--- src/rtl/asr_pkg.sv ---
// Shared constants and types for the asynchronous serial receiver
package asr_pkg;
	// Register byte offsets on the AXI4-Lite bus
	localparam logic [3:0] OFF_CTRL = 4'h0;
	localparam logic [3:0] OFF_STATUS = 4'h4;
	localparam logic [3:0] OFF_DATA = 4'h8;
	// Control register field positions
	localparam int CTRL_PORT_EN = 0;
	localparam int CTRL_CONT_RX = 1;
	localparam int CTRL_NINE_BIT = 2;
	localparam int CTRL_ADDR_DET = 3;
	localparam int CTRL_CLOCKED = 4;
	localparam int CTRL_RX_IE = 5;
	localparam int CTRL_PERIPH_IE = 6;
	localparam int CTRL_GLOBAL_IE = 7;
	localparam logic [7:0] CTRL_RESET = 8'h00;
	// Status register field positions
	localparam int STAT_NINTH = 0;
	localparam int STAT_OVERRUN = 1;
	localparam int STAT_FRAME_ERR = 2;
	localparam int STAT_PENDING = 3;
	localparam int STAT_IDLE = 4;
	// Oversampling figures
	localparam logic [3:0] OVS_LAST = 4'hf;
	localparam logic [3:0] OVS_HALF = 4'h7;
	// Votes on the two ticks before the centre and on the centre itself, counted from the last centre
	localparam logic [3:0] VOTE_A = 4'hd;
	localparam logic [3:0] VOTE_B = 4'he;
	localparam logic [3:0] VOTE_C = 4'hf;
	localparam int FIFO_DEPTH = 2;
	// AXI responses
	localparam logic [1:0] RESP_OKAY = 2'h0;
	localparam logic [1:0] RESP_SLVERR = 2'h2;

	typedef enum logic [1:0] {
		RX_HUNT = 2'b00,
		RX_START = 2'b01,
		RX_DATA = 2'b10,
		RX_STOP = 2'b11
	} asr_rx_state_t;

	// One FIFO entry: framing error, ninth bit, low eight bits
	typedef struct packed {
		logic frame_err_flag;
		logic [8:0] data;
	} asr_entry_t;

	// AXI4-Lite slave outputs grouped
	typedef struct packed {
		logic awready;
		logic wready;
		logic bvalid;
		logic [1:0] bresp;
		logic arready;
		logic rvalid;
		logic [31:0] rdata;
		logic [1:0] rresp;
	} asr_axi_out_t;

	// Whole state of the receiver
	typedef struct packed {
		logic [7:0] ctrl;
		logic rx_m;
		logic rx_s;
		logic rx_prev;
		asr_rx_state_t st;
		logic [3:0] ovs;
		logic [3:0] bitn;
		logic [2:0] votes;
		logic [8:0] rx_shift_reg;
		asr_entry_t [1:0] fifo;
		logic rd_ptr;
		logic [1:0] count;
		logic overrun_flag;
		logic irq;
		logic aw_got;
		logic w_got;
		logic [3:0] aw_addr;
		logic [31:0] w_data;
		logic [3:0] w_strb;
		asr_axi_out_t axo;
	} asr_state_t;
endpackage

--- src/rtl/asr_receiver.sv ---
// Asynchronous serial receiver with AXI4-Lite register access
//
// Operation
// - A character starts only on a falling edge of the idle line.
// - Half a bit later the start bit is rechecked and must be low.
// - A high start centre abandons the character silently and resumes hunting.
// - Each later bit centre is one bit apart; data bits are decided by majority vote.
// - Stop bit sampled one bit after data; low gives a framing error.
// - After the stop sample the character enters the FIFO, setting pending.
// - Reading the data port returns the oldest entry and removes it.
// - Pending is high while enabled and the FIFO is not empty; read-only.
// - Interrupt needs pending, receive, peripheral and global enables all set.
// - Each entry keeps its framing error; flag shows the oldest entry.
// - Reading a character exposes the next entry's framing error.
// - Port enable low resets the block; receive enable low keeps framing flag.
// - Framing errors raise no interrupt and do not stop reception.
// - FIFO holds two; a third complete character sets overrun.
// - Overrun blocks new characters until receive or port enable clears.
// - Nine-bit mode shifts nine bits; oldest ninth bit readable as status.
// - Address detection, in nine-bit mode only, keeps only characters with the ninth bit set.
// - Line sampled on a sixteen-times tick; shifter moves once per bit.
// - Reception runs only with receive and port enabled and clocked mode clear.
//
// Decided for this implementation: the AXI4-Lite register port and the register addresses.
`timescale 1ns/10ps
`default_nettype none
module asr_receiver (
	input wire logic CLK,
	input wire logic RSTN,
	input wire logic BAUD_TICK16,
	input wire logic RX_LINE_PIN,
	output logic RX_IRQ,
	input wire logic [3:0] AWADDR,
	input wire logic AWVALID,
	output logic AWREADY,
	input wire logic [31:0] WDATA,
	input wire logic [3:0] WSTRB,
	input wire logic WVALID,
	output logic WREADY,
	output logic [1:0] BRESP,
	output logic BVALID,
	input wire logic BREADY,
	input wire logic [3:0] ARADDR,
	input wire logic ARVALID,
	output logic ARREADY,
	output logic [31:0] RDATA,
	output logic [1:0] RRESP,
	output logic RVALID,
	input wire logic RREADY
);
	asr_pkg::asr_state_t q, d;

	// Decoded control bits of the current state
	logic port_enable, continuous_rx_enable, nine_bit_rx_select, addr_detect_enable;
	logic rx_active, tick, sample_pt, vote, empty;
	logic [3:0] last_bit;
	asr_pkg::asr_entry_t head;
	assign port_enable = q.ctrl[asr_pkg::CTRL_PORT_EN];
	assign continuous_rx_enable = q.ctrl[asr_pkg::CTRL_CONT_RX];
	assign nine_bit_rx_select = q.ctrl[asr_pkg::CTRL_NINE_BIT];
	assign addr_detect_enable = q.ctrl[asr_pkg::CTRL_ADDR_DET];
	assign rx_active = continuous_rx_enable && port_enable &&
		!q.ctrl[asr_pkg::CTRL_CLOCKED];
	assign tick = BAUD_TICK16;
	assign sample_pt = tick && (q.ovs == asr_pkg::OVS_LAST);
	// Three votes around mid-bit; the last arrives with this sample
	assign vote = (q.votes[0] & q.votes[1]) | (q.votes[0] & q.rx_s) |
		(q.votes[1] & q.rx_s);
	assign last_bit = nine_bit_rx_select ? 4'h8 : 4'h7;
	assign empty = (q.count == 2'h0);
	assign head = q.fifo[q.rd_ptr];

	// Read of the data port pops the FIFO
	logic rd_take, rd_data;
	assign rd_take = ARVALID && !q.axo.rvalid;
	assign rd_data = rd_take && (ARADDR == asr_pkg::OFF_DATA) && !empty;

	// Next state
	always_comb begin
		logic [31:0] rword;
		logic wr_ok;
		logic pushed;
		asr_pkg::asr_entry_t ent;
		rword = 32'h0;
		wr_ok = 1'b0;
		pushed = 1'b0;
		ent = '0;
		d = q;
		// Line synchroniser; only the second stage and its delayed copy rx_prev are looked at
		d.rx_m = RX_LINE_PIN;
		d.rx_s = q.rx_m;
		d.rx_prev = q.rx_s;

		// Bit recovery on the oversampling tick
		if (!rx_active) begin
			d.st = asr_pkg::RX_HUNT;
		end else begin
			case (q.st)
				asr_pkg::RX_HUNT: begin
					if (q.rx_prev && !q.rx_s) begin
						d.st = asr_pkg::RX_START;
						d.ovs = 4'h0;
					end
				end
				asr_pkg::RX_START: begin
					if (tick) begin
						d.ovs = q.ovs + 4'h1;
						if (q.ovs == asr_pkg::OVS_HALF) begin
							d.ovs = 4'h0;
							d.bitn = 4'h0;
							if (q.rx_s) begin
								d.st = asr_pkg::RX_HUNT;
							end else begin
								d.st = asr_pkg::RX_DATA;
							end
						end
					end
				end
				asr_pkg::RX_DATA: begin
					if (tick) begin
						d.ovs = q.ovs + 4'h1;
						if (q.ovs == asr_pkg::VOTE_A) begin
							d.votes[0] = q.rx_s;
						end
						if (q.ovs == asr_pkg::VOTE_B) begin
							d.votes[1] = q.rx_s;
						end
					end
					// Votes on the two ticks before the centre; shift once per bit
					if (sample_pt) begin
						d.rx_shift_reg = {vote, q.rx_shift_reg[8:1]};
						d.bitn = q.bitn + 4'h1;
						if (q.bitn == last_bit) begin
							d.st = asr_pkg::RX_STOP;
						end
					end
				end
				asr_pkg::RX_STOP: begin
					if (tick) begin
						d.ovs = q.ovs + 4'h1;
					end
					if (sample_pt) begin
						d.st = asr_pkg::RX_HUNT;
						pushed = 1'b1;
					end
				end
				default: d.st = asr_pkg::RX_HUNT;
			endcase
		end
		// Vote sample C is the stop-bit / centre level itself
		ent.frame_err_flag = !q.rx_s;
		ent.data = nine_bit_rx_select ? q.rx_shift_reg : {1'b0, q.rx_shift_reg[8:1]};
		if (addr_detect_enable && nine_bit_rx_select && !ent.data[8]) begin
			pushed = 1'b0;
		end

		// FIFO pop by a data-port read
		if (rd_data) begin
			d.rd_ptr = !q.rd_ptr;
			d.count = q.count - 2'h1;
		end
		// Push after the stop sample; full means overrun
		if (pushed && !q.overrun_flag) begin
			if (q.count == 2'(asr_pkg::FIFO_DEPTH) && !rd_data) begin
				d.overrun_flag = 1'b1;
			end else begin
				d.fifo[q.rd_ptr + 1'(q.count)] = ent;
				d.count = d.count + 2'h1;
			end
		end
		// Overrun cleared only by dropping the enables
		if (!continuous_rx_enable || !port_enable) begin
			d.overrun_flag = 1'b0;
		end

		// Write channel: address and data in either order
		if (AWVALID && !q.aw_got) begin
			d.aw_got = 1'b1;
			d.aw_addr = AWADDR;
		end
		if (WVALID && !q.w_got) begin
			d.w_got = 1'b1;
			d.w_data = WDATA;
			d.w_strb = WSTRB;
		end
		d.axo.awready = !d.aw_got && !q.axo.bvalid;
		d.axo.wready = !d.w_got && !q.axo.bvalid;
		if (q.aw_got && q.w_got && !q.axo.bvalid) begin
			wr_ok = (q.aw_addr == asr_pkg::OFF_CTRL);
			if (wr_ok && q.w_strb[0]) begin
				d.ctrl = q.w_data[7:0];
			end
			// Status and data are read-only; writes there are refused
			d.axo.bresp = wr_ok ? asr_pkg::RESP_OKAY : asr_pkg::RESP_SLVERR;
			d.axo.bvalid = 1'b1;
			d.aw_got = 1'b0;
			d.w_got = 1'b0;
			d.axo.awready = 1'b0;
			d.axo.wready = 1'b0;
		end
		if (q.axo.bvalid && BREADY) begin
			d.axo.bvalid = 1'b0;
			d.axo.awready = 1'b1;
			d.axo.wready = 1'b1;
		end

		// Read channel: one-cycle answer
		if (rd_take) begin
			d.axo.rvalid = 1'b1;
			d.axo.rresp = asr_pkg::RESP_OKAY;
			case (ARADDR)
				asr_pkg::OFF_CTRL: rword[7:0] = q.ctrl;
				asr_pkg::OFF_STATUS: begin
					rword[asr_pkg::STAT_NINTH] = !empty && head.data[8];
					rword[asr_pkg::STAT_OVERRUN] = q.overrun_flag;
					rword[asr_pkg::STAT_FRAME_ERR] = !empty && head.frame_err_flag;
					rword[asr_pkg::STAT_PENDING] = port_enable && !empty;
					rword[asr_pkg::STAT_IDLE] = (q.st == asr_pkg::RX_HUNT);
				end
				asr_pkg::OFF_DATA: rword[7:0] = empty ? 8'h00 : head.data[7:0];
				default: d.axo.rresp = asr_pkg::RESP_SLVERR;
			endcase
			d.axo.rdata = rword;
		end
		if (q.axo.rvalid && RREADY) begin
			d.axo.rvalid = 1'b0;
		end
		d.axo.arready = !d.axo.rvalid;

		// Interrupt request from pending and all three enables
		d.irq = port_enable && (d.count != 2'h0) && d.ctrl[asr_pkg::CTRL_RX_IE] &&
			d.ctrl[asr_pkg::CTRL_PERIPH_IE] && d.ctrl[asr_pkg::CTRL_GLOBAL_IE];

		// Port disable resets the receiver path and FIFO, keeping control
		if (!port_enable) begin
			d.st = asr_pkg::RX_HUNT;
			d.count = 2'h0;
			d.rd_ptr = 1'b0;
			d.fifo = '0;
		end
	end

	// State register, synchronous active-low reset
	always_ff @(posedge CLK) begin
		if (!RSTN) begin
			q <= '0;
			q.ctrl <= asr_pkg::CTRL_RESET;
			q.rx_m <= 1'b1;
			q.rx_s <= 1'b1;
			q.rx_prev <= 1'b1;
			q.axo.awready <= 1'b1;
			q.axo.wready <= 1'b1;
			q.axo.arready <= 1'b1;
		end else begin
			q <= d;
		end
	end

	// Outputs straight from the state register
	assign RX_IRQ = q.irq;
	assign AWREADY = q.axo.awready;
	assign WREADY = q.axo.wready;
	assign BRESP = q.axo.bresp;
	assign BVALID = q.axo.bvalid;
	assign ARREADY = q.axo.arready;
	assign RDATA = q.axo.rdata;
	assign RRESP = q.axo.rresp;
	assign RVALID = q.axo.rvalid;
endmodule
`default_nettype wire

--- config.mk ---
export PLATFORM = sky130hd
export DESIGN_NAME = asr_receiver
export DESIGN_NICKNAME = d
export VERILOG_FILES = /design/src/rtl/asr_pkg.sv /design/src/rtl/asr_receiver.sv
export SDC_FILE = /design/constraint.sdc
export NUM_CORES = 1
export LEC_CHECK = 0
export ABC_AREA = 1
export BUFFER_PORTS_ARGS = -buffer_cell sky130_fd_sc_hd__buf_2
export CAP_MARGIN = 10
export CORE_MARGIN = 4
export CORE_UTILIZATION = 54
export CTS_CLUSTER_DIAMETER = 80
export CTS_CLUSTER_SIZE = 12
export DETAILED_ROUTE_END_ITERATION = 12
export PLACE_DENSITY = 0.8
export SLEW_MARGIN = 20
export SYNTH_ARGS = -nofsm -noshare
export SYNTH_HDL_FRONTEND = slang
export SYNTH_SLANG_ARGS = --single-unit
--- constraint.sdc ---
create_clock -name CLK -period 1.85 [get_ports CLK]
set_clock_uncertainty 0.05 [all_clocks]
set_input_delay 0.37 -clock CLK [delete_from_list [all_inputs] [get_ports CLK]]
set_output_delay 0.37 -clock CLK [all_outputs]
set_load 0.05 [all_outputs]
==> summary.md, run 1 <==
| Metric | Value |
|---|---|
| WL final | 8967 um |
| Initial antenna violation count | 0 |
| Final Instance Count excl. Fillers | 736 |
| Clk buf depth | 2 |
| Max reg flops | 64 |
| Clk slew on worst S/H paths | 0.09 ns |
| Residual DRC | 0 |
| Share of cells above drive strength 1 | 16.64% |
| First-pass GRT wire length | 14660 um |
| Synthesis warning total | 0 |
| Placed wire-length estimate | 6588 um |
| Fin crit period | 1.776 ns |
| Ranking of synthesized cells by area | dfxtp_1 41%, nand2_1 9.6%, o21ai_0 7.8% |
| Largest net degree at the start of global routing | 40 |
| Fin crit share | 96.00% |
| Die W | 96.41 um |
| Fmax | 563.1 MHz |
| Outcome | finished, final reports clean |
| Area grow syn2layout | 10.35% |
| Max_slew headroom | 59.39% |
| Synth Instances | 588 |
| Root Buffer | clkbuf_8 |
| Crit Path Category | reg2reg |
| Largest Register | q |
| Commonest non-fill, non-tap cell in the layout | nand2_1 |
| Synth top area share | 41.27% |
| Mapped Area | 0.004220 sq mm |
| Area of placed instances | 0.004408 sq mm |
| CP arrival | 1.98 ns |
| Number of port buffers | 41 |
| Hold_buf cts | 0 |
| TritonRoute pass-1 iters | 6 |
| Leak Pwr | 1.948 nW |
| Via density | 5.033 |
| # clock sinks | 87 |
| Sequential cell area | 0.001744 sq mm |
| Gr ovfl total | 0 |
| # rows | 31 |
| CP max FO | 4 |
| Critical Path RT | 2.05 ns |
| Final Setup Violations | 0 |
| CP Launch Type | flip-flop |
| Reg2reg setup slack | 0.07 ns |
| EDFF count, synth | 0 |
| CP Capture Type | flip-flop |
| Multi-input logic area | 0.001991 sq mm |
| Initial Util | 56.97% |
| Hold Path Class | in2reg |
| Ys flop type | dfxtp_1 |
| Total CTS buffers | 9 |
| Die H | 96.41 um |
| GRT Total Usage | 20.05% |
| GP Congestion | 0.9011 |
| Antenna Cells | 0 |
| Cell taking the most area after synthesis | dfxtp_1 |
| RSZ-0062 raised after global routing | yes |
| Final hold viol count | 0 |
| Pwr Density | 783.5 mW/mm^2 |
| Design Area, Final | 0.004657 sq mm |
| Worst skew pair latency | 0.36 ns |
| Antenna viol nets, final | 0 |
| Ys async rst share | 0% |
| Fillers | 672 |
| Die area | 0.009294 sq mm |
| H-tree depth | 3 |
| Register area share after synthesis | 41.27% |
| WL/cell | 12.18 um |
| Synth Register Bits | 87 |
| Overall power | 3.649 mW |
| Vias | 3704 |
| Yosys cell types | 36 |
| Layout net count | 691 |
| Syn avg cell area | 7.177 sq um |
| Commonest cells after routing, fill and taps aside | 108 x nand2_1, 85 x dfxtp_1, 72 x nor2_1, 64 x inv_1, 63 x o21ai_0 |
| DR iter-0 viols | 231 |
| Maximum vdd drop | 0.0007281 V |
| Pins Over Slew Limit | 0 |
| Placed insts | 716 |
| Max cap viols | 0 |
| Slew @ Worst Pin | 0.6085 ns |
| CTS tree | built |
| I/O pins | 95 |
| CORE AREA | 0.007408 sq mm |
| Final core utilization | 62.86% |
| Vias in the first global route | 3370 |
==> synthesized netlist by cell type, types with 2 or more instances <==
cell	count
o21ai_0	66
or2_2	2
xor2_1	2
ha_1	6
nand2_1	108
buf_4	36
nand4_1	6
o21ai_1	4
nor2_4	4
nand2_4	2
nor3b_1	2
buf_2	2
nor2_1	74
nand3_1	26
a31oi_1	3
nand2_2	6
a21oi_1	52
inv_1	65
a21oi_2	4
o211ai_1	3
clkbuf_1	12
dfxtp_1	87
buf_6	2
o21ai_2	2
==> cell type report <==
cell class | instances | share of cell area (%)
Clock buffer | 9 | 2.660
Clock inverter | 7 | 1.693
Inverter | 66 | 5.373
Multi-Input combinational cell | 408 | 42.75
Sequential cell | 87 | 37.45
Tap cell | 99 | 2.660
Timing Repair Buffer | 60 | 7.415
==> logic make-up (layout without fill, tap and decap cells) <==
| family | after synthesis | count (layout) | synth area share (%) |
|---|---|---|---|
| compound gates | 137 | 137 | 17.23 |
| xor+xnor | 4 | 4 | 1.008 |
| fa+ha+maj | 7 | 7 | 2.016 |
| buf+inv | 118 | 142 | 14.17 |
| flops | 87 | 87 | 41.27 |
| other cells | 1 | 26 | 0.08886 |
| simple gates | 234 | 234 | 24.22 |
==> through the flow <==
stage / setup slack, ns / TNS (ns) / hold slack (ns)
global route: -0.03283 / -0.1457 / 0.1501
detailed placement: 0.06924 / 0 / 0.3853
global placement: 0.1299 / 0 / 0.3808
finish: 0.07397 / 0 / 0.1569
CTS: 0.05130 / 0 / 0.1473
floorplan: 0.02942 / 0 / 0.3425
==> final timing paths <==
check / start / to / depth (start not counted)
worst max-delay path: q[85] / q[99] / 11
worst min-delay path: RX_LINE_PIN / d[131] / 2
worst max register to register: q[85] / q[99] / 11
worst min register to register: q[105] / q[105] / 2
==> power breakdown <==
group	total (mW)	internal, mW	switching (mW)
logic	0.365	0.0751	0.290
clock network	1.34	0.641	0.703
registers	1.94	1.92	0.0217
total	3.65	2.63	1.01
==> per-layer routing <==
layer  routed length [um]  vias to the layer above  GRT usage [%]
met3                  584                       13          5.500
met5                    0                        -              0
met4                  116                        0          5.607
met1                 4006                     1675          25.74
met2                 4259                      104          33.12
li1                     -                     1912              -
==> timing repair <==
item                                    4_1_cts  5_1_grt
endpoints found under the setup margin        0       22
buffers inserted                              0        4
gates resized for setup                       0       12
==> worst max-delay path: stages (launching register included) <==
cell and delay (ns):
dfxtp_2 0.37, inv_1 0.08, ha_1 0.24, nor2_1 0.12
nand2_1 0.11, nand2_1 0.12, nand2_4 0.09, nor2_4 0.15
buf_2 0.18, nand2_1 0.07, nand2_1 0.07, a21oi_1 0.05
No activity file was read; power rests on OpenSTA's default activity.
==> run 2: changes to the inputs <==
--- a/config.mk
+++ b/config.mk
@@ -14,6 +14,7 @@
 export CTS_CLUSTER_SIZE = 12
 export DETAILED_ROUTE_END_ITERATION = 12
 export PLACE_DENSITY = 0.8
+export SETUP_SLACK_MARGIN = 0.2
 export SLEW_MARGIN = 20
 export SYNTH_ARGS = -nofsm -noshare
 export SYNTH_HDL_FRONTEND = slang
==> summary.md, run 2 (same netlist as run 1, synthesis figures left out) <==
| Metric | Value |
|---|---|
| Sequential Power Share | 53.3% (was 53.2%) |
| Initial Util | 56.97% (unchanged) |
| WL final | 9782 um (was 8967 um) |
| # clock sinks | 87 (unchanged) |
| Combinational Power Share | 10.2% (was 10.0%) |
| Clk slew on worst S/H paths | 0.09 ns (about the same) |
| Antenna Cells | 0 (unchanged) |
| Max cap viols | 0 (unchanged) |
| CTS tree | built (unchanged) |
| CP Launch Type | flip-flop (unchanged) |
| Final core utilization | 65.01% (was 62.86%) |
| Worst path bufs/invs | 1 (was 2) |
| Reg2reg setup slack | 0.19 ns (was 0.07 ns) |
| CP top delay family | simple AND/OR/NAND/NOR gates (unchanged) |
| Dpl ws | 0.04938 ns (was 0.06924 ns) |
| # rows | 31 (unchanged) |
| Hold_buf cts | 0 (unchanged) |
| R2R depth | 9 (was 11) |
| Design Area, Final | 0.004816 sq mm (was 0.004657 sq mm) |
| Max reg flops | 64 (unchanged) |
| Critical Path RT | 2.09 ns (was 2.05 ns) |
| Commonest non-fill, non-tap cell in the layout | nand2_1 (unchanged) |
| Power Internal | 2.618 mW (was 2.634 mW) |
| Number of port buffers | 41 (unchanged) |
| DR iter-0 viols | 188 (was 231) |
| Final worst slack | 0.1876 ns (was 0.07397 ns) |
| Vias | 3825 (was 3704) |
| CP Capture Type | flip-flop (unchanged) |
| Sw Share | 27.99% (was 27.80%) |
| CP max FO | 8 (was 4) |
| Worst skew pair latency | 0.36 ns (about the same) |
| Area grow syn2layout | 14.11% (was 10.35%) |
| Final hold viol count | 0 (unchanged) |
| Die W | 96.41 um (unchanged) |
| Die area | 0.009294 sq mm (unchanged) |
| Via density | 5.176 (was 5.033) |
| Final Setup Violations | 0 (unchanged) |
| Crit-path max cell delay | 0.39 ns (was 0.37 ns) |
| Die H | 96.41 um (unchanged) |
| Fmax | 601.5 MHz (was 563.1 MHz) |
| Overall power | 3.635 mW (was 3.649 mW) |
| CORE AREA | 0.007408 sq mm (unchanged) |
| Fillers | 629 (was 672) |
| WL/cell | 13.24 um (was 12.18 um) |
| Clock network power share | 36.5% (was 36.8%) |
| I/O pins | 95 (unchanged) |
| GP Congestion | 0.8981 (was 0.9011) |
| Share of cells above drive strength 1 | 21.56% (was 16.64%) |
| Slew @ Worst Pin | 0.6184 ns (was 0.6085 ns) |
| First-pass GRT wire length | 15430 um (was 14660 um) |
| H-tree depth | 3 (unchanged) |
| Most frequent CP cell | nand2_2 (was nand2_1) |
| Pins Over Slew Limit | 0 (unchanged) |
| Setup TNS | 0 ns (unchanged) |
| Gr ovfl total | 0 (unchanged) |
| Max_slew headroom | 58.73% (was 59.39%) |
| Hold Path Class | in2reg (unchanged) |
| Area of placed instances | 0.004413 sq mm (was 0.004408 sq mm) |
| Fin crit share | 89.86% (was 96.00%) |
| Sw Pwr | 1.018 mW (was 1.014 mW) |
| Root Buffer | clkbuf_8 (unchanged) |
| CP cell instances | inv_2 > ha_4 > nor2_2 > nand2_2 > nand2_2 > nand2_4 > nor2_4 > o21ai_1 > a21oi_1 (was inv_1 > ha_1 > nor2_1 > nand2_1 > nand2_1 > nand2_4 > nor2_4 > buf_2 > nand2_1 > nand2_1 > a21oi_1) |
| Setup crit start | q[85] (unchanged) |
| CP Depth | 9 (was 11) |
| Outcome | finished, final reports clean (unchanged) |
| Antenna viol nets, final | 0 (unchanged) |
| Placed wire-length estimate | 6834 um (was 6588 um) |
| Maximum vdd drop | 0.0007356 V (was 0.0007281 V) |
| Crit Path Category | reg2reg (unchanged) |
| Vias in the first global route | 3487 (was 3370) |
| TritonRoute pass-1 iters | 6 (unchanged) |
| CP arrival | 1.91 ns (was 1.98 ns) |
| Fin crit period | 1.662 ns (was 1.776 ns) |
| Leak Pwr | 1.994 nW (was 1.948 nW) |
| Slowest stage cell, crit path | dfxtp_4 (was dfxtp_2) |
| Reg2Reg Capture Point | q[92] (was q[99]) |
| RSZ-0062 raised after global routing | yes (unchanged) |
| Critical path endpoint | q[92] (was q[99]) |
| Residual DRC | 0 (unchanged) |
| GRT Total Usage | 21.07% (was 20.05%) |
| Worst r2r src | q[85] (unchanged) |
| Clk buf depth | 2 (unchanged) |
| Initial antenna violation count | 0 (unchanged) |
| Total CTS buffers | 9 (unchanged) |
| Layout net count | 694 (was 691) |
| Largest net degree at the start of global routing | 23 (was 40) |
| Largest Register | q (unchanged) |
| Commonest cells after routing, fill and taps aside | 99 x nand2_1, 78 x dfxtp_1, 67 x nor2_1, 63 x inv_1, 58 x o21ai_0 (was 108 x nand2_1, 85 x dfxtp_1, 72 x nor2_1, 64 x inv_1, 63 x o21ai_0) |
| Pwr Density | 754.8 mW/mm^2 (was 783.5 mW/mm^2) |
run 2: final cells by class:
class | instances | area (sq um) | area share, %
well taps | 99 | 123.9 | 2.572
clock inverters | 7 | 73.82 | 1.533
repair buffers | 62 | 362.8 | 7.534
inverters | 66 | 252.7 | 5.248
clock buffers | 9 | 123.9 | 2.572
flip-flops and latches | 87 | 1760 | 36.55
multi-input cells | 409 | 2118 | 43.99
run 2: per-layer routing:
metal  wire length, um  global-route usage, %  up-vias  share of wire (%)
met5                 0                      0        -                  0
met2              4770                  35.65      141                 49
met3               669                  5.267       21                6.8
met4               185                  5.841        0                1.9
met1              4156                  26.68     1733                 42
li1                  -                      -     1930                  -
run 2: worst min path at each step:
| stage | from | endpoint | slack (ns) | cells past startpoint |
|---|---|---|---|---|
| floorplan | d[131] | d[130] | 0.34 | 1 |
| global placement | d[131] | d[130] | 0.38 | 1 |
| detailed placement | d[131] | d[130] | 0.39 | 1 |
| CTS | RX_LINE_PIN | d[131] | 0.14 | 2 |
| global route | RX_LINE_PIN | d[131] | 0.14 | 2 |
| finish | RX_LINE_PIN | d[131] | 0.15 | 2 |
run 2: what timing repair did:
action                                 4_1_cts  5_1_grt
gates cloned                                 1        0
pin swaps                                    6       18
setup endpoints to repair                   26       31
gates resized for setup                     21       32
endpoints found under the hold margin        0        0
setup buffers                                3        3
run 2: through the flow:
stage	hold slack [ns]	instances
detailed placement	0.3864	716
floorplan	0.3425	613
global placement	0.3753	716
global route	0.1389	739
finish	0.1465	739
CTS	0.1405	736
run 2: power groups by stage:
stage | clock [mW] | combinational, mW | sequential, mW
floorplan | 0 | 0.306 | 2.01
CTS | 1.34 | 0.366 | 1.94
global route | 1.41 | 0.405 | 1.94
detailed placement | 0 | 0.363 | 1.98
global placement | 0 | 0.358 | 1.98
finish | 1.33 | 0.373 | 1.94
==> run 3: changes to the inputs <==
--- a/config.mk
+++ b/config.mk
@@ -5,7 +5,6 @@
 export SDC_FILE = /design/constraint.sdc
 export NUM_CORES = 1
 export LEC_CHECK = 0
-export ABC_AREA = 1
 export BUFFER_PORTS_ARGS = -buffer_cell sky130_fd_sc_hd__buf_2
 export CAP_MARGIN = 10
 export CORE_MARGIN = 4
@@ -13,7 +12,7 @@
 export CTS_CLUSTER_DIAMETER = 80
 export CTS_CLUSTER_SIZE = 12
 export DETAILED_ROUTE_END_ITERATION = 12
-export PLACE_DENSITY = 0.8
+export PLACE_DENSITY = 0.79
 export SETUP_SLACK_MARGIN = 0.2
 export SLEW_MARGIN = 20
 export SYNTH_ARGS = -nofsm -noshare
==> summary.md, run 3 <==
| Metric | Value |
|---|---|
| # clock sinks | 87 (unchanged) |
| Count leader, synth | dfxtp_1 (was nand2_1) |
| Syn avg cell area | 9.182 sq um (was 7.177 sq um) |
| WL/cell | 15.32 um (was 13.24 um) |
| Final worst slack | -0.04828 ns (was 0.1876 ns) |
| Commonest non-fill, non-tap cell in the layout | dfxtp_1 (was nand2_1) |
| CORE AREA | 0.007767 sq mm (was 0.007408 sq mm) |
| Pins Over Slew Limit | 0 (unchanged) |
| EDFF count, synth | 0 (unchanged) |
| Via density | 5.443 (was 5.176) |
| Mapped Area | 0.004343 sq mm (was 0.004220 sq mm) |
| Synth top cells by count | 87 x dfxtp_1, 56 x mux2i_1, 43 x nand2_1 (was 108 x nand2_1, 87 x dfxtp_1, 74 x nor2_1) |
| Placed wire-length estimate | 6495 um (was 6834 um) |
| Final hold viol count | 0 (unchanged) |
| Synth Instances | 473 (was 588) |
| Slew @ Worst Pin | 0.5906 ns (was 0.6184 ns) |
| Max reg flops | 64 (unchanged) |
| TritonRoute pass-1 iters | 5 (was 6) |
| Area grow syn2layout | 22.30% (was 14.11%) |
| GRT Total Usage | 19.58% (was 21.07%) |
| Pwr Density | 672.4 mW/mm^2 (was 754.8 mW/mm^2) |
| WL final | 9926 um (was 9782 um) |
| Outcome | complete, but fails checks (was finished, final reports clean) |
| DR iter-0 viols | 205 (was 188) |
| Clk slew on worst S/H paths | 0.09 ns (about the same) |
| Failing checks | setup timing |
| Final core utilization | 68.38% (was 65.01%) |
| Largest net degree at the start of global routing | 65 (was 23) |
| Synth top area share | 40.10% (was 41.27%) |
| Hold Path Class | in2reg (unchanged) |
| Antenna viol nets, final | 0 (unchanged) |
| Synthesis warning total | 0 (unchanged) |
| Fin crit share | 102.6% (was 89.86%) |
| Vias | 3527 (was 3825) |
| Die area | 0.009541 sq mm (was 0.009294 sq mm) |
| I/O pins | 95 (unchanged) |
| Sequential cell area | 0.001767 sq mm (was 0.001760 sq mm) |
| CTS tree | built (unchanged) |
| Hold_buf cts | 0 (unchanged) |
| Design Area, Final | 0.005311 sq mm (was 0.004816 sq mm) |
| Setup TNS | -0.1584 ns (was 0 ns) |
| Leak Pwr | 2.122 nW (was 1.994 nW) |
| Fillers | 575 (was 629) |
| # rows | 32 (was 31) |
| Worst skew pair latency | 0.36 ns (about the same) |
| Fin crit period | 1.898 ns (was 1.662 ns) |
| Gr ovfl total | 0 (unchanged) |
| Total CTS buffers | 9 (unchanged) |
| H-tree depth | 3 (unchanged) |
| Ys async rst share | 0% (unchanged) |
| Fmax | 526.8 MHz (was 601.5 MHz) |
| Crit Path Category | reg2reg (unchanged) |
| CP max FO | 5 (was 8) |
| Die W | 97.68 um (was 96.41 um) |
| Ys flop type | dfxtp_1 (unchanged) |
| Synth Register Bits | 87 (unchanged) |
| Cell taking the most area after synthesis | dfxtp_1 (unchanged) |
| Final Setup Violations | 7 (was 0) |
| Number of port buffers | 41 (unchanged) |
| Area of placed instances | 0.004705 sq mm (was 0.004413 sq mm) |
| Max cap viols | 0 (unchanged) |
| CP arrival | 2.09 ns (was 1.91 ns) |
| Root Buffer | clkbuf_8 (unchanged) |
| Share of cells above drive strength 1 | 31.32% (was 21.56%) |
| Register area share after synthesis | 40.10% (was 41.27%) |
| Layout net count | 600 (was 694) |
| CP Launch Type | flip-flop (unchanged) |
| Commonest cells after routing, fill and taps aside | 77 x dfxtp_1, 51 x mux2i_1, 41 x nand2_1, 41 x buf_2, 41 x buf_4 (was 99 x nand2_1, 78 x dfxtp_1, 67 x nor2_1, 63 x inv_1, 58 x o21ai_0) |
| Clk buf depth | 2 (unchanged) |
| CP Capture Type | flip-flop (unchanged) |
| Fin Hold WS | 0.1474 ns (was 0.1465 ns) |
| Multi-input logic area | 0.002501 sq mm (was 0.002118 sq mm) |
| Critical Path RT | 2.04 ns (was 2.09 ns) |
| Overall power | 3.572 mW (was 3.635 mW) |
| Vias in the first global route | 3295 (was 3487) |
| Initial Util | 55.91% (was 56.97%) |
| RSZ-0062 raised after global routing | yes (unchanged) |
| Antenna Cells | 0 (unchanged) |
| First-pass GRT wire length | 15360 um (was 15430 um) |
| Max_slew headroom | 60.55% (was 58.73%) |
| Ranking of synthesized cells by area | dfxtp_1 40%, mux2i_1 13%, buf_4 6.7% (was dfxtp_1 41%, nand2_1 9.6%, o21ai_0 7.8%) |
| Residual DRC | 0 (unchanged) |
| Initial antenna violation count | 0 (unchanged) |
| GP Congestion | 0.8768 (was 0.8981) |
| Die H | 97.68 um (was 96.41 um) |
| Largest Register | q (unchanged) |
| Yosys cell types | 59 (was 36) |
| Maximum vdd drop | 0.0005606 V (was 0.0007356 V) |
[run 3: cell types whose count changed in the layout (fill, tap and decap cells not counted), moves of 31 or more]
cell     change
nand2_1     -58
inv_1       -55
mux2i_1     +51
o21ai_0     -51
a21oi_1     -41
nor2_1      -31
[run 3: final timing paths]
path	startpoint	slack (ns)	cells after the start	to
max	q[85]	-0.05	8	q[102]
min	RX_LINE_PIN	0.15	2	d[131]
max reg2reg	q[85]	-0.05	8	q[102]
min reg2reg	d[131]	0.36	1	d[130]
[run 3: metal layers]
layer / global-route usage (%) / routed length, um / vias up
met5: 0 / 0 / -
met4: 8.520 / 177 / 0
met3: 4.307 / 458 / 15
met2: 32.26 / 4852 / 100
met1: 24.54 / 4438 / 1709
li1: - / - / 1703
[run 3: cell families (layout without fill, tap and decap cells)]
family | count (synthesis) | after routing | synth area share (%)
compound gates | 70 | 70 | 11.12
xor+xnor | 2 | 2 | 0.4034
fa+ha+maj | 6 | 6 | 1.729
buf+inv | 72 | 120 | 9.911
flops | 87 | 87 | 40.10
mux | 64 | 64 | 14.98
other cells | 1 | 26 | 0.08635
simple gates | 171 | 171 | 21.67
[run 3: final cells by class]
type	instances	share of cell area, %
timing repair buffer	94	12.86
clock inverter	5	0.7774
tap	102	2.403
clock buffer	11	2.850
multi-input combinational	339	47.09
inverter	10	0.7538
sequential	87	33.26
[run 3: repair_timing]
action                                  CTS  global route
pin swaps                                12            26
gates resized for setup                  15            47
buffers inserted                          6            14
gates cloned                              0             0
endpoints found under the setup margin   42            54
[run 3: power by group]
part / switching (mW) / leakage, nW / total (mW) / internal [mW]
clock network: 0.700 / 0.0922 / 1.27 / 0.571
logic: 0.274 / 1.32 / 0.375 / 0.101
registers: 0.0232 / 0.712 / 1.93 / 1.90
total: 0.997 / 2.12 / 3.57 / 2.57
[run 3: per-stage QoR]
| step | setup slack [ns] | instances |
|---|---|---|
| global placement | -0.1028 | 612 |
| finish | -0.04828 | 648 |
| CTS | -0.008032 | 634 |
| detailed placement | -0.1773 | 612 |
| global route | -0.1747 | 648 |
| floorplan | 0.04864 | 498 |
[run 3: critical path: stages (launching register included)]
cell      delay (ns)
dfxtp_2         0.37
inv_4           0.05
ha_4            0.15
or3b_4          0.39
o21ai_4         0.15
nand3b_1        0.18
buf_6           0.20
mux2i_1         0.17
nor2_1          0.08
